==> src/gp_timer_regs.svh <==
// Constants for the general purpose timer.
// Assumes it is included by the timer module.
// Behaviour
// - Sixteen-bit counter: up, down or center
// - Up mode wraps to zero at reload
// - Down mode reloads at zero
// - Wrap raises update, loads buffered settings
// - Update disable blocks update events
// - Center mode flags at reload-1 and 1
// - Prescaler divides clock by 1 to 65536
// - Prescaler ratio buffered until update
// - Kernel clock drives the prescaler directly
// - Four capture/compare channels, own value
// - Capture path: filter, edge, event prescaler
// - Capture after event divide sets channel event flag
// - Output mode selects eight compare behaviours
// - Match drives, clears or toggles output
// - Flag with enable gives interrupt, DMA
// - PWM period from reload, width compare
// - PWM1 active while counter below compare
// - PWM2 inactive while counter below compare
// - Codes 100, 101 force reference
// - Forced modes still flag on match
// - Reload preload decides immediate or update
`ifndef GP_TIMER_REGS_SVH
`define GP_TIMER_REGS_SVH
`define CNT_W 16
`define CH_N 4
`define CNT_ZERO 16'h0000
`define CNT_ONE 16'h0001
`define DIR_UP 2'h0
`define DIR_DOWN 2'h1
`define FILT_W 4
`define ICPSC_W 2
`endif

==> src/gp_timer_pkg.sv <==
// Types for the general purpose timer.
// Assumes nothing beyond the constants header.
package gp_timer_pkg;
  typedef enum logic [2:0] {
    OM_FREEZE, OM_ACT, OM_INACT, OM_TOGGLE,
    OM_FORCE_LO, OM_FORCE_HI, OM_PWM1, OM_PWM2
  } out_mode_t;
endpackage

==> src/general_purpose_timer.sv <==
// Sixteen-bit timer with time base and four capture/compare channels.
// Assumes capture pins are asynchronous; all else on the kernel clock.
`timescale 1ns/1ps
`include "gp_timer_regs.svh"
module general_purpose_timer #(
  parameter int CW = `CNT_W,
  parameter int NCH = `CH_N
) (
  // Clock and reset
  input wire logic clock,
  input wire logic resetn,
  // Time base control
  input wire logic counterRunEnable,
  input wire logic [1:0] countDirectionSelect,
  input wire logic updateDisable,
  input wire logic reloadPreloadEnable,
  input wire logic [CW-1:0] autoReloadValue,
  input wire logic [CW-1:0] prescalerValue,
  // Channel configuration
  input wire logic [NCH-1:0] channelIsCapture,
  input wire logic [NCH-1:0] channelCaptureFalling,
  input wire logic [NCH*`FILT_W-1:0] channelFilterLength,
  input wire logic [NCH*`ICPSC_W-1:0] channelEventDivide,
  input wire logic [NCH*3-1:0] channelOutputMode,
  input wire logic [NCH-1:0] channelOutputPolarity,
  input wire logic [NCH-1:0] channelIrqEnable,
  input wire logic channelDmaSelect,
  input wire logic [NCH*CW-1:0] channelCompareWrite,
  input wire logic [NCH-1:0] channelCompareWriteStrobe,
  input wire logic [NCH-1:0] channelFlagClear,
  // Pins
  input wire logic [NCH-1:0] captureIn,
  // Status and outputs
  output logic [CW-1:0] counterValue,
  output logic updateEvent,
  output logic [NCH*CW-1:0] channelCompareValue,
  output logic [NCH-1:0] channelEventFlag,
  output logic [NCH-1:0] channelReferenceOutput,
  output logic [NCH-1:0] channelOut,
  output logic irqRequest,
  output logic dmaRequest
);

  function automatic logic [CW-1:0] chVal(input logic [NCH*CW-1:0] v,
                                          input int i);
    chVal = v[i*CW +: CW];
  endfunction

  // Time base state
  logic [CW-1:0] cnt_q, cnt_d;
  logic [CW-1:0] psc_q, pscAct_q, arrAct_q;
  logic downDir_q, downDir_d;
  logic upd_q;

  wire logic [CW-1:0] arrEff = reloadPreloadEnable ? arrAct_q
                                                   : autoReloadValue;
  wire logic center = countDirectionSelect[1];
  wire logic isDown = (countDirectionSelect == `DIR_DOWN);
  // Kernel clock feeds the prescaler with no slave stage
  wire logic tick = counterRunEnable && (psc_q == pscAct_q);
  wire logic [CW-1:0] arrM1 = arrEff - `CNT_ONE;
  wire logic ovUp = tick && !center && !isDown && (cnt_q >= arrEff);
  wire logic unDn = tick && isDown && (cnt_q == `CNT_ZERO);
  wire logic ovCa = tick && center && !downDir_q && (cnt_q == arrM1);
  wire logic unCa = tick && center && downDir_q && (cnt_q == `CNT_ONE);
  wire logic wrap = ovUp || unDn || ovCa || unCa;
  wire logic updNow = wrap && !updateDisable;

  always_comb begin
    cnt_d = cnt_q;
    downDir_d = downDir_q;
    if (tick) begin
      if (center) begin
        if (!downDir_q) begin
          cnt_d = cnt_q + `CNT_ONE;
          if (cnt_q + `CNT_ONE >= arrEff) downDir_d = 1'b1;
        end else begin
          cnt_d = cnt_q - `CNT_ONE;
          if (cnt_q == `CNT_ONE) downDir_d = 1'b0;
        end
      end else if (isDown) begin
        cnt_d = unDn ? arrEff : cnt_q - `CNT_ONE;
      end else begin
        cnt_d = ovUp ? `CNT_ZERO : cnt_q + `CNT_ONE;
      end
    end
  end

  always_ff @(posedge clock or negedge resetn) begin
    if (!resetn) begin
      cnt_q <= `CNT_ZERO;
      downDir_q <= 1'b0;
      psc_q <= `CNT_ZERO;
      pscAct_q <= `CNT_ZERO;
      arrAct_q <= `CNT_ZERO;
      upd_q <= 1'b0;
    end else begin
      cnt_q <= cnt_d;
      downDir_q <= downDir_d;
      // Divide by active ratio plus one, 1 to 65536
      if (counterRunEnable) psc_q <= tick ? `CNT_ZERO : psc_q + `CNT_ONE;
      if (updNow) begin
        pscAct_q <= prescalerValue;
        arrAct_q <= autoReloadValue;
      end
      upd_q <= updNow;
    end
  end

  // Capture input path: sync, filter, edge, event divide
  logic [NCH-1:0] sync1_q, sync2_q, filt_q, filtPrev_q;
  logic [`FILT_W-1:0] fcnt_q [NCH];
  logic [`ICPSC_W-1:0] evc_q [NCH];
  logic [NCH*CW-1:0] ccr_q;
  logic [NCH-1:0] flag_q, ref_q;
  wire logic [NCH-1:0] edgeSeen, capFire, match, fire;

  genvar g;
  generate
    for (g = 0; g < NCH; g++) begin : gch
      wire logic [`FILT_W-1:0] flen = channelFilterLength[g*`FILT_W +: `FILT_W];
      wire logic [`ICPSC_W-1:0] ediv =
        channelEventDivide[g*`ICPSC_W +: `ICPSC_W];
      wire logic [CW-1:0] ccv = chVal(ccr_q, g);
      wire logic rise = filt_q[g] && !filtPrev_q[g];
      wire logic fall = !filt_q[g] && filtPrev_q[g];
      assign edgeSeen[g] = channelIsCapture[g]
        && (channelCaptureFalling[g] ? fall : rise);
      // Divide 1,2,4,4 events per capture
      wire logic [`ICPSC_W-1:0] evMask =
        `ICPSC_W'((1 << ediv) - 1);
      assign capFire[g] = edgeSeen[g] && ((evc_q[g] & evMask) == evMask);
      assign match[g] = !channelIsCapture[g] && (cnt_q == ccv) && tick;
      assign fire[g] = capFire[g] || match[g];
      wire logic [2:0] om = channelOutputMode[g*3 +: 3];
      wire logic below = cnt_q < ccv;
      logic refNext;
      always_comb begin
        refNext = ref_q[g];
        case (gp_timer_pkg::out_mode_t'(om))
          gp_timer_pkg::OM_FREEZE: refNext = ref_q[g];
          gp_timer_pkg::OM_ACT: if (match[g]) refNext = 1'b1;
          gp_timer_pkg::OM_INACT: if (match[g]) refNext = 1'b0;
          gp_timer_pkg::OM_TOGGLE: if (match[g]) refNext = !ref_q[g];
          gp_timer_pkg::OM_FORCE_LO: refNext = 1'b0;
          gp_timer_pkg::OM_FORCE_HI: refNext = 1'b1;
          gp_timer_pkg::OM_PWM1: refNext = below;
          gp_timer_pkg::OM_PWM2: refNext = !below;
          default: refNext = ref_q[g];
        endcase
      end
      always_ff @(posedge clock or negedge resetn) begin
        if (!resetn) begin
          fcnt_q[g] <= '0;
          filt_q[g] <= 1'b0;
          evc_q[g] <= '0;
          ref_q[g] <= 1'b0;
          flag_q[g] <= 1'b0;
          ccr_q[g*CW +: CW] <= `CNT_ZERO;
        end else begin
          // Filter: level must hold flen+1 samples
          if (sync2_q[g] == filt_q[g]) fcnt_q[g] <= '0;
          else if (fcnt_q[g] >= flen) begin
            filt_q[g] <= sync2_q[g];
            fcnt_q[g] <= '0;
          end else fcnt_q[g] <= fcnt_q[g] + `FILT_W'(1);
          if (edgeSeen[g]) evc_q[g] <= capFire[g] ? '0 : evc_q[g] + 1'b1;
          if (capFire[g]) ccr_q[g*CW +: CW] <= cnt_q;
          else if (channelCompareWriteStrobe[g] && !channelIsCapture[g])
            ccr_q[g*CW +: CW] <= chVal(channelCompareWrite, g);
          ref_q[g] <= refNext;
          // Set beats clear
          flag_q[g] <= fire[g] | (flag_q[g] & ~channelFlagClear[g]);
        end
      end
    end
  endgenerate

  always_ff @(posedge clock or negedge resetn) begin
    if (!resetn) begin
      sync1_q <= '0;
      sync2_q <= '0;
      filtPrev_q <= '0;
    end else begin
      sync1_q <= captureIn;
      sync2_q <= sync1_q;
      filtPrev_q <= filt_q;
    end
  end

  wire logic irqNext = |(flag_q & channelIrqEnable);
  wire logic dmaNext = channelDmaSelect && (|flag_q);
  logic irq_q, dma_q;
  logic [NCH-1:0] out_q;
  always_ff @(posedge clock or negedge resetn) begin
    if (!resetn) begin
      irq_q <= 1'b0;
      dma_q <= 1'b0;
      out_q <= '0;
    end else begin
      irq_q <= irqNext;
      dma_q <= dmaNext;
      out_q <= ref_q ^ channelOutputPolarity;
    end
  end

  assign counterValue = cnt_q;
  assign updateEvent = upd_q;
  assign channelCompareValue = ccr_q;
  assign channelEventFlag = flag_q;
  assign channelReferenceOutput = ref_q;
  assign channelOut = out_q;
  assign irqRequest = irq_q;
  assign dmaRequest = dma_q;

  a_update_blocked: assert property (@(posedge clock) disable iff (!resetn)
    updateDisable |=> !updateEvent) else $error("update while disabled");
  a_run_freeze: assert property (@(posedge clock) disable iff (!resetn)
    !counterRunEnable |=> $stable(counterValue)) else $error("count moved");
  a_up_wrap: assert property (@(posedge clock) disable iff (!resetn)
    ovUp |=> counterValue == `CNT_ZERO) else $error("no wrap to zero");
  a_down_reload: assert property (@(posedge clock) disable iff (!resetn)
    unDn |=> counterValue == $past(arrEff)) else $error("no reload");
  a_update_pulse: assert property (@(posedge clock) disable iff (!resetn)
    (wrap && !updateDisable) |=> updateEvent) else $error("no update");
  a_center_top: assert property (@(posedge clock) disable iff (!resetn)
    ovCa |=> counterValue == $past(arrEff)) else $error("center top");
  a_irq_follow: assert property (@(posedge clock) disable iff (!resetn)
    |(flag_q & channelIrqEnable) |=> irqRequest) else $error("irq missing");
  a_force_hi: assert property (@(posedge clock) disable iff (!resetn)
    channelOutputMode[11:9] == 3'h5 |=> channelReferenceOutput[3])
    else $error("force high failed");

  // Time base checks
  a_up_step: assert property (@(posedge clock) disable iff (!resetn)
    (tick && !center && !isDown && !ovUp) |=>
    counterValue == $past(counterValue) + `CNT_ONE) else $error("up step");
  a_down_step: assert property (@(posedge clock) disable iff (!resetn)
    (tick && isDown && !unDn) |=>
    counterValue == $past(counterValue) - `CNT_ONE) else $error("down step");
  a_center_bottom: assert property (@(posedge clock) disable iff (!resetn)
    unCa |=> counterValue == `CNT_ZERO) else $error("center bottom");
  a_center_fall: assert property (@(posedge clock) disable iff (!resetn)
    ovCa |=> downDir_q) else $error("no turn down");
  a_center_rise: assert property (@(posedge clock) disable iff (!resetn)
    unCa |=> !downDir_q) else $error("no turn up");
  a_hold_notick: assert property (@(posedge clock) disable iff (!resetn)
    !tick |=> $stable(counterValue)) else $error("count off tick");
  a_update_cause: assert property (@(posedge clock) disable iff (!resetn)
    updateEvent |-> $past(wrap)) else $error("stray update");

  // Buffered settings move only on update
  a_psc_load: assert property (@(posedge clock) disable iff (!resetn)
    updNow |=> pscAct_q == $past(prescalerValue))
    else $error("ratio not loaded");
  a_psc_keep: assert property (@(posedge clock) disable iff (!resetn)
    !updNow |=> $stable(pscAct_q)) else $error("ratio moved");
  a_reload_load: assert property (@(posedge clock) disable iff (!resetn)
    updNow |=> arrAct_q == $past(autoReloadValue))
    else $error("reload not loaded");
  a_reload_keep: assert property (@(posedge clock) disable iff (!resetn)
    !updNow |=> $stable(arrAct_q)) else $error("reload moved");

  // Channel checks
  a_capture_latch: assert property (@(posedge clock) disable iff (!resetn)
    capFire[0] |=> channelCompareValue[CW-1:0] == $past(counterValue))
    else $error("capture lost");
  a_refused_write: assert property (@(posedge clock) disable iff (!resetn)
    (channelIsCapture[0] && !capFire[0]) |=>
    $stable(channelCompareValue[CW-1:0])) else $error("capture overwritten");
  a_filter_hold: assert property (@(posedge clock) disable iff (!resetn)
    (sync2_q[0] == filt_q[0]) |=> $stable(filt_q[0]))
    else $error("filter moved");
  a_flag_set: assert property (@(posedge clock) disable iff (!resetn)
    (fire != '0) |=> ((channelEventFlag & $past(fire)) == $past(fire)))
    else $error("flag not set");
  a_flag_hold: assert property (@(posedge clock) disable iff (!resetn)
    (flag_q != '0) |=>
    ((channelEventFlag & $past(flag_q & ~channelFlagClear))
      == $past(flag_q & ~channelFlagClear))) else $error("flag lost");
  a_irq_low: assert property (@(posedge clock) disable iff (!resetn)
    !(|(flag_q & channelIrqEnable)) |=> !irqRequest)
    else $error("stray irq");
  a_dma_follow: assert property (@(posedge clock) disable iff (!resetn)
    (channelDmaSelect && (|flag_q)) |=> dmaRequest)
    else $error("dma missing");
  a_dma_low: assert property (@(posedge clock) disable iff (!resetn)
    !(channelDmaSelect && (|flag_q)) |=> !dmaRequest)
    else $error("stray dma");
  a_out_polarity: assert property (@(posedge clock) disable iff (!resetn)
    1'b1 |=> channelOut == $past(ref_q ^ channelOutputPolarity))
    else $error("polarity wrong");
  a_pwm1_ref: assert property (@(posedge clock) disable iff (!resetn)
    channelOutputMode[2:0] == 3'h6 |=>
    channelReferenceOutput[0] == $past(cnt_q < chVal(ccr_q, 0)))
    else $error("pwm1 level");
  a_pwm2_ref: assert property (@(posedge clock) disable iff (!resetn)
    channelOutputMode[5:3] == 3'h7 |=>
    channelReferenceOutput[1] == $past(cnt_q >= chVal(ccr_q, 1)))
    else $error("pwm2 level");
  a_force_lo: assert property (@(posedge clock) disable iff (!resetn)
    channelOutputMode[8:6] == 3'h4 |=> !channelReferenceOutput[2])
    else $error("force low failed");
endmodule // general_purpose_timer

==> config.mk <==
export PLATFORM = sky130hd
export DESIGN_NAME = general_purpose_timer
export DESIGN_NICKNAME = d
export VERILOG_FILES = /design/src/gp_timer_pkg.sv /design/src/general_purpose_timer.sv
export VERILOG_INCLUDE_DIRS = /design/src /design/src/src
export SDC_FILE = /design/constraint.sdc
export NUM_CORES = 1
export LEC_CHECK = 0
export BUFFER_PORTS_ARGS = -buffer_cell sky130_fd_sc_hd__buf_2
export CAP_MARGIN = 5
export CORE_AREA = 2 2 154 156
export DETAILED_ROUTE_END_ITERATION = 10
export DIE_AREA = 0 0 156 158
export HOLD_SLACK_MARGIN = 0.06
export PLACE_DENSITY = 0.83
export SETUP_SLACK_MARGIN = 0.3
export SYNTH_ARGS = -nofsm -noshare
export SYNTH_HDL_FRONTEND = slang
export SYNTH_SLANG_ARGS = --single-unit
==> constraint.sdc <==
create_clock -name clock -period 8.8 [get_ports clock]
set_input_delay 0 -clock clock [delete_from_list [all_inputs] [get_ports clock]]
set_output_delay 0 -clock clock [all_outputs]
set_load 0.05 [all_outputs]
==> key figures <==
Routing
  • First-pass iteration count of the detailed router: 5
  • # DRC: 0
  • Via count: between 10000 and 15000
  • DR iter-0 viols: ~1000
  • Via density: 6.03
  • Final WL: 41.4 mm
  • Drt wl/cell: 20.2 um
  • Remaining antenna violation count: 0

Floorplanning
  • Cell Rows: 56
  • Initial Util: a little over half
  • I/O Pins: 263
  • Core area: 23100 um2
  • Vert. Die Dim: 158 um
  • Die Span X: roughly 160 um
  • Die area: 24600 um2

Timing
  • Slew @ Worst Pin: 1.28 ns
  • Final Hold Vio Count: 0
  • Unrepaired setup endpoints after global routing: false
  • Final period util: a little under half
  • Slew HR: 14.4%
  • Hold_ws: approximately 0.066 ns
  • Max-slew violation count: 0
  • Final min period: 4.10 ns
  • Setup Skew: ~0.019 ns
  • Fin Setup TNS: 0 ns
  • FMAX: 0.244 GHz
  • Setup violators final: 0

Yosys
  • Mapped Nets: 1665
  • Gate Count Post-Synth: around 1400
  • Yosys Warn Count: 0
  • EDFF count, synth: 0
  • Post-synthesis cell type count: 62
  • Yosys reg bits: between 150 and 200
  • Synth async-reset ratio: 100%
  • Leading area contributor after synthesis: dfrtp_1
  • Post-synthesis sequential area ratio: 37.1%
  • Ranking of synthesized cells by area: dfrtp_1 37%, ha_1 12%, nand2_1 6.0%
  • Top-area cell type share of the netlist area: between 30% and 40%
  • Main synth FF type: dfrtp_1
  • Mapped Area: roughly 12000 um2
  • Syn Area/Cell: 9.03 um2

Critical path
  • R2R Setup Slk: ~4.7 ns
  • Buf/Inv on CP: 4
  • Critical Path Start: psc_q[4]
  • Critical path's most frequent cell: dlygate4sd3_1
  • Crit start category: register
  • CP Class: register to register
  • CP max FO: 17
  • Delay-heaviest family, CP: buffers and inverters
  • Slowest CP cell: dlygate4sd3_1
  • Levels on crit path: 12
  • Critical Path Sink: channelReferenceOutput[3]
  • Worst-path cell chain: xor2_1 -> nor4_1 -> nand2_1 -> or4_1 -> buf_4 -> clkinv_1 -> nand4_1 -> nor2_1 -> o21a_1 -> dlygate4sd3_1 -> a211o_1 -> dlygate4sd3_1
  • Worst R2R Path Depth: 12
  • Worst Path Arrival: about 4.5 ns
  • Reg-to-reg startpoint: psc_q[4]
  • Worst endpoint required time: 9.18 ns
  • Reg-to-reg endpoint: channelReferenceOutput[3]
  • Setup crit end kind: register
  • CP max stage delay: 0.55 ns

Placement
  • Routability Congestion: 0.961
  • IO buf count: about 260
  • Hpwl dp: between 20 and 30 mm

Cells and area
  • Count of nets after finishing: between 2000 and 2500
  • Fraction of layout cells with a size suffix above 1: about a fifth
  • Area grow syn2layout: 28.3%
  • Antenna cells: 0

CTS
  • Clk_lat worst skew: about 0.45 ns
  • Root buffer cell: clkbuf_16
  • CTS tree: built
  • Max Root-Sink Buffers: 2
  • Num CTS Buffers: 17
  • Post-CTS setup buffers: 0
  • Clock sinks: between 150 and 200
  • Clock slew at reported path FFs: 0.08 ns
  • H-tree levels: 4

Power
  • Sequential share of power: a little over 30%
  • PwrDens: around 320 nW/um2
  • P_leak: 8.14 nW
  • Combinational share of power: a little over half
  • Part of the power in the clock network: between 10% and 20%
  • Max VDD drop: 136 uV
  • Sw Pwr: 0.00253 W
  • Sw frac: 50.1%
  • Internal: 0.00252 W

Status
  • Status: finished clean

Hold path
  • Hold crit path type: input port to register
  • Worst hold start: channelCaptureFalling[0]

Global route
  • Initial antenna violation count: 0
  • Largest net degree at the start of global routing: 109
  • Number of global-route vias before repair: 12577
  • GR Overflow Total: 0
  • Gr usage total: 33.7%
  • First-pass GRT wire length: 65.0 mm

Job
  • Max Cap Viol: 0
==> sequential cells by signal (all words and copies together) (netlist names) <==
register,count
filtPrev_q,4
sync2_q,4
sync1_q,4
psc_q,16
gch.ccv,64
fcnt_q,16
evc_q,8
channelOut,4
updateEvent,1
downDir_q,1
arrAct_q,16
filt_q,4
channelEventFlag,4
dmaRequest,1
counterValue,16
irqRequest,1
pscAct_q,16
channelReferenceOutput,4
==> cells in the final DEF, fill, tap and decap left out, types with 20 or more instances in the layout <==
cell           count
buf_2            261
nand2_1          197
dfrtp_1          184
dlygate4sd3_1    137
ha_1             121
nor2_1            93
inv_1             91
a22oi_1           70
a21oi_1           57
xor2_1            49
xnor2_1           47
nand3_1           37
a21o_1            35
o21ai_0           33
mux2_1            30
mux2i_1           25
nor3_1            25
buf_4             23
nand2b_1          20
==> cells in the mapped netlist, drive strengths merged, types with 25 or more instances <==
cell type,count
a21o,35
nor3,25
nand2,197
o21ai,36
ha,121
xnor2,47
nor2,93
mux2i,25
clkbuf,47
inv,91
dfrtp,184
mux2,38
a22oi,70
nand3,37
xor2,49
a21oi,57
==> through the flow <==
step           util (%)  total power (W)  instance area (um2)  cells  worst slack (ns)
6_report           69.1          0.00505                15900   2056              4.70
4_1_cts            69.1          0.00497                15900   2056              4.86
2_1_floorplan         -          0.00337                12400   1376              5.42
5_1_grt            69.1          0.00538                15900   2056              4.55
3_3_place_gp       60.7          0.00405                14000   1887              4.77
3_5_place_dp       60.7          0.00414                14000   1887              4.65
==> worst min path at each step <==
stage	to	slack, ns	depth (start not counted)
CTS	evc_q[7]	0.07	5
floorplan	arrAct_q[0]	-0.30	0
global route	evc_q[6]	0.12	5
finish	evc_q[7]	0.07	5
global placement	sync1_q[3]	0.11	1
detailed placement	sync1_q[0]	0.11	1
==> cells by family (layout without fill, tap and decap cells) <==
group | count (synthesis) | in the layout | share of synthesized area, %
multiplexers | 63 | 63 | 5.46
XOR/XNOR | 96 | 96 | 6.77
adder cells (fa/ha/maj) | 121 | 121 | 12.2
flip-flops | 184 | 184 | 37.1
AND/OR/NAND/NOR | 479 | 479 | 18.2
AO/OA/AOI/OAI | 277 | 277 | 15.2
buffers and inverters | 156 | 546 | 5.11
==> routing by layer <==
layer	part of all wire [%]	routed length (um)	track usage, %	vias up
met4	5.1	2100	18.1	0
li1	-	-	-	5597
met3	9.9	4110	8.02	153
met5	0	0	0	-
met2	47	19500	57.0	736
met1	38	15700	40.0	5906
==> timing repair <==
| item | 4_1_cts | 5_1_grt |
|---|---|---|
| hold buffers | 137 | 0 |
| gates resized for setup | 0 | 0 |
| endpoints found under the hold margin | 234 | 0 |
==> worst register-to-register path, cell delays in order (launching register included) <==
cell and delay (ns):
dfrtp_1 0.44, xor2_1 0.19, nor4_1 0.30, nand2_1 0.14, or4_1 0.51, buf_4 0.23, clkinv_1 0.29, nand4_1 0.35
nor2_1 0.25, o21a_1 0.14, dlygate4sd3_1 0.55, a211o_1 0.11, dlygate4sd3_1 0.53
==> power groups by stage <==
stage,clock (W),sequential (W),combinational (W)
global placement,0,0.00150,0.00255
finish,0.000758,0.00153,0.00276
global route,0.000790,0.00157,0.00302
floorplan,0,0.00188,0.00149
detailed placement,0,0.00152,0.00262
CTS,0.000759,0.00150,0.00271
==> cell type report <==
| type | count | area [um2] |
|---|---|---|
| clock buffers | 18 | 439 |
| clock inverters | 14 | 131 |
| fillers | 1714 | 7110 |
| inverters | 92 | 345 |
| multi-input cells | 1036 | 7190 |
| flip-flops and latches | 184 | 4600 |
| well taps | 290 | 363 |
| repair buffers | 422 | 2860 |
Note: power is estimated with default switching activity, not from simulation.
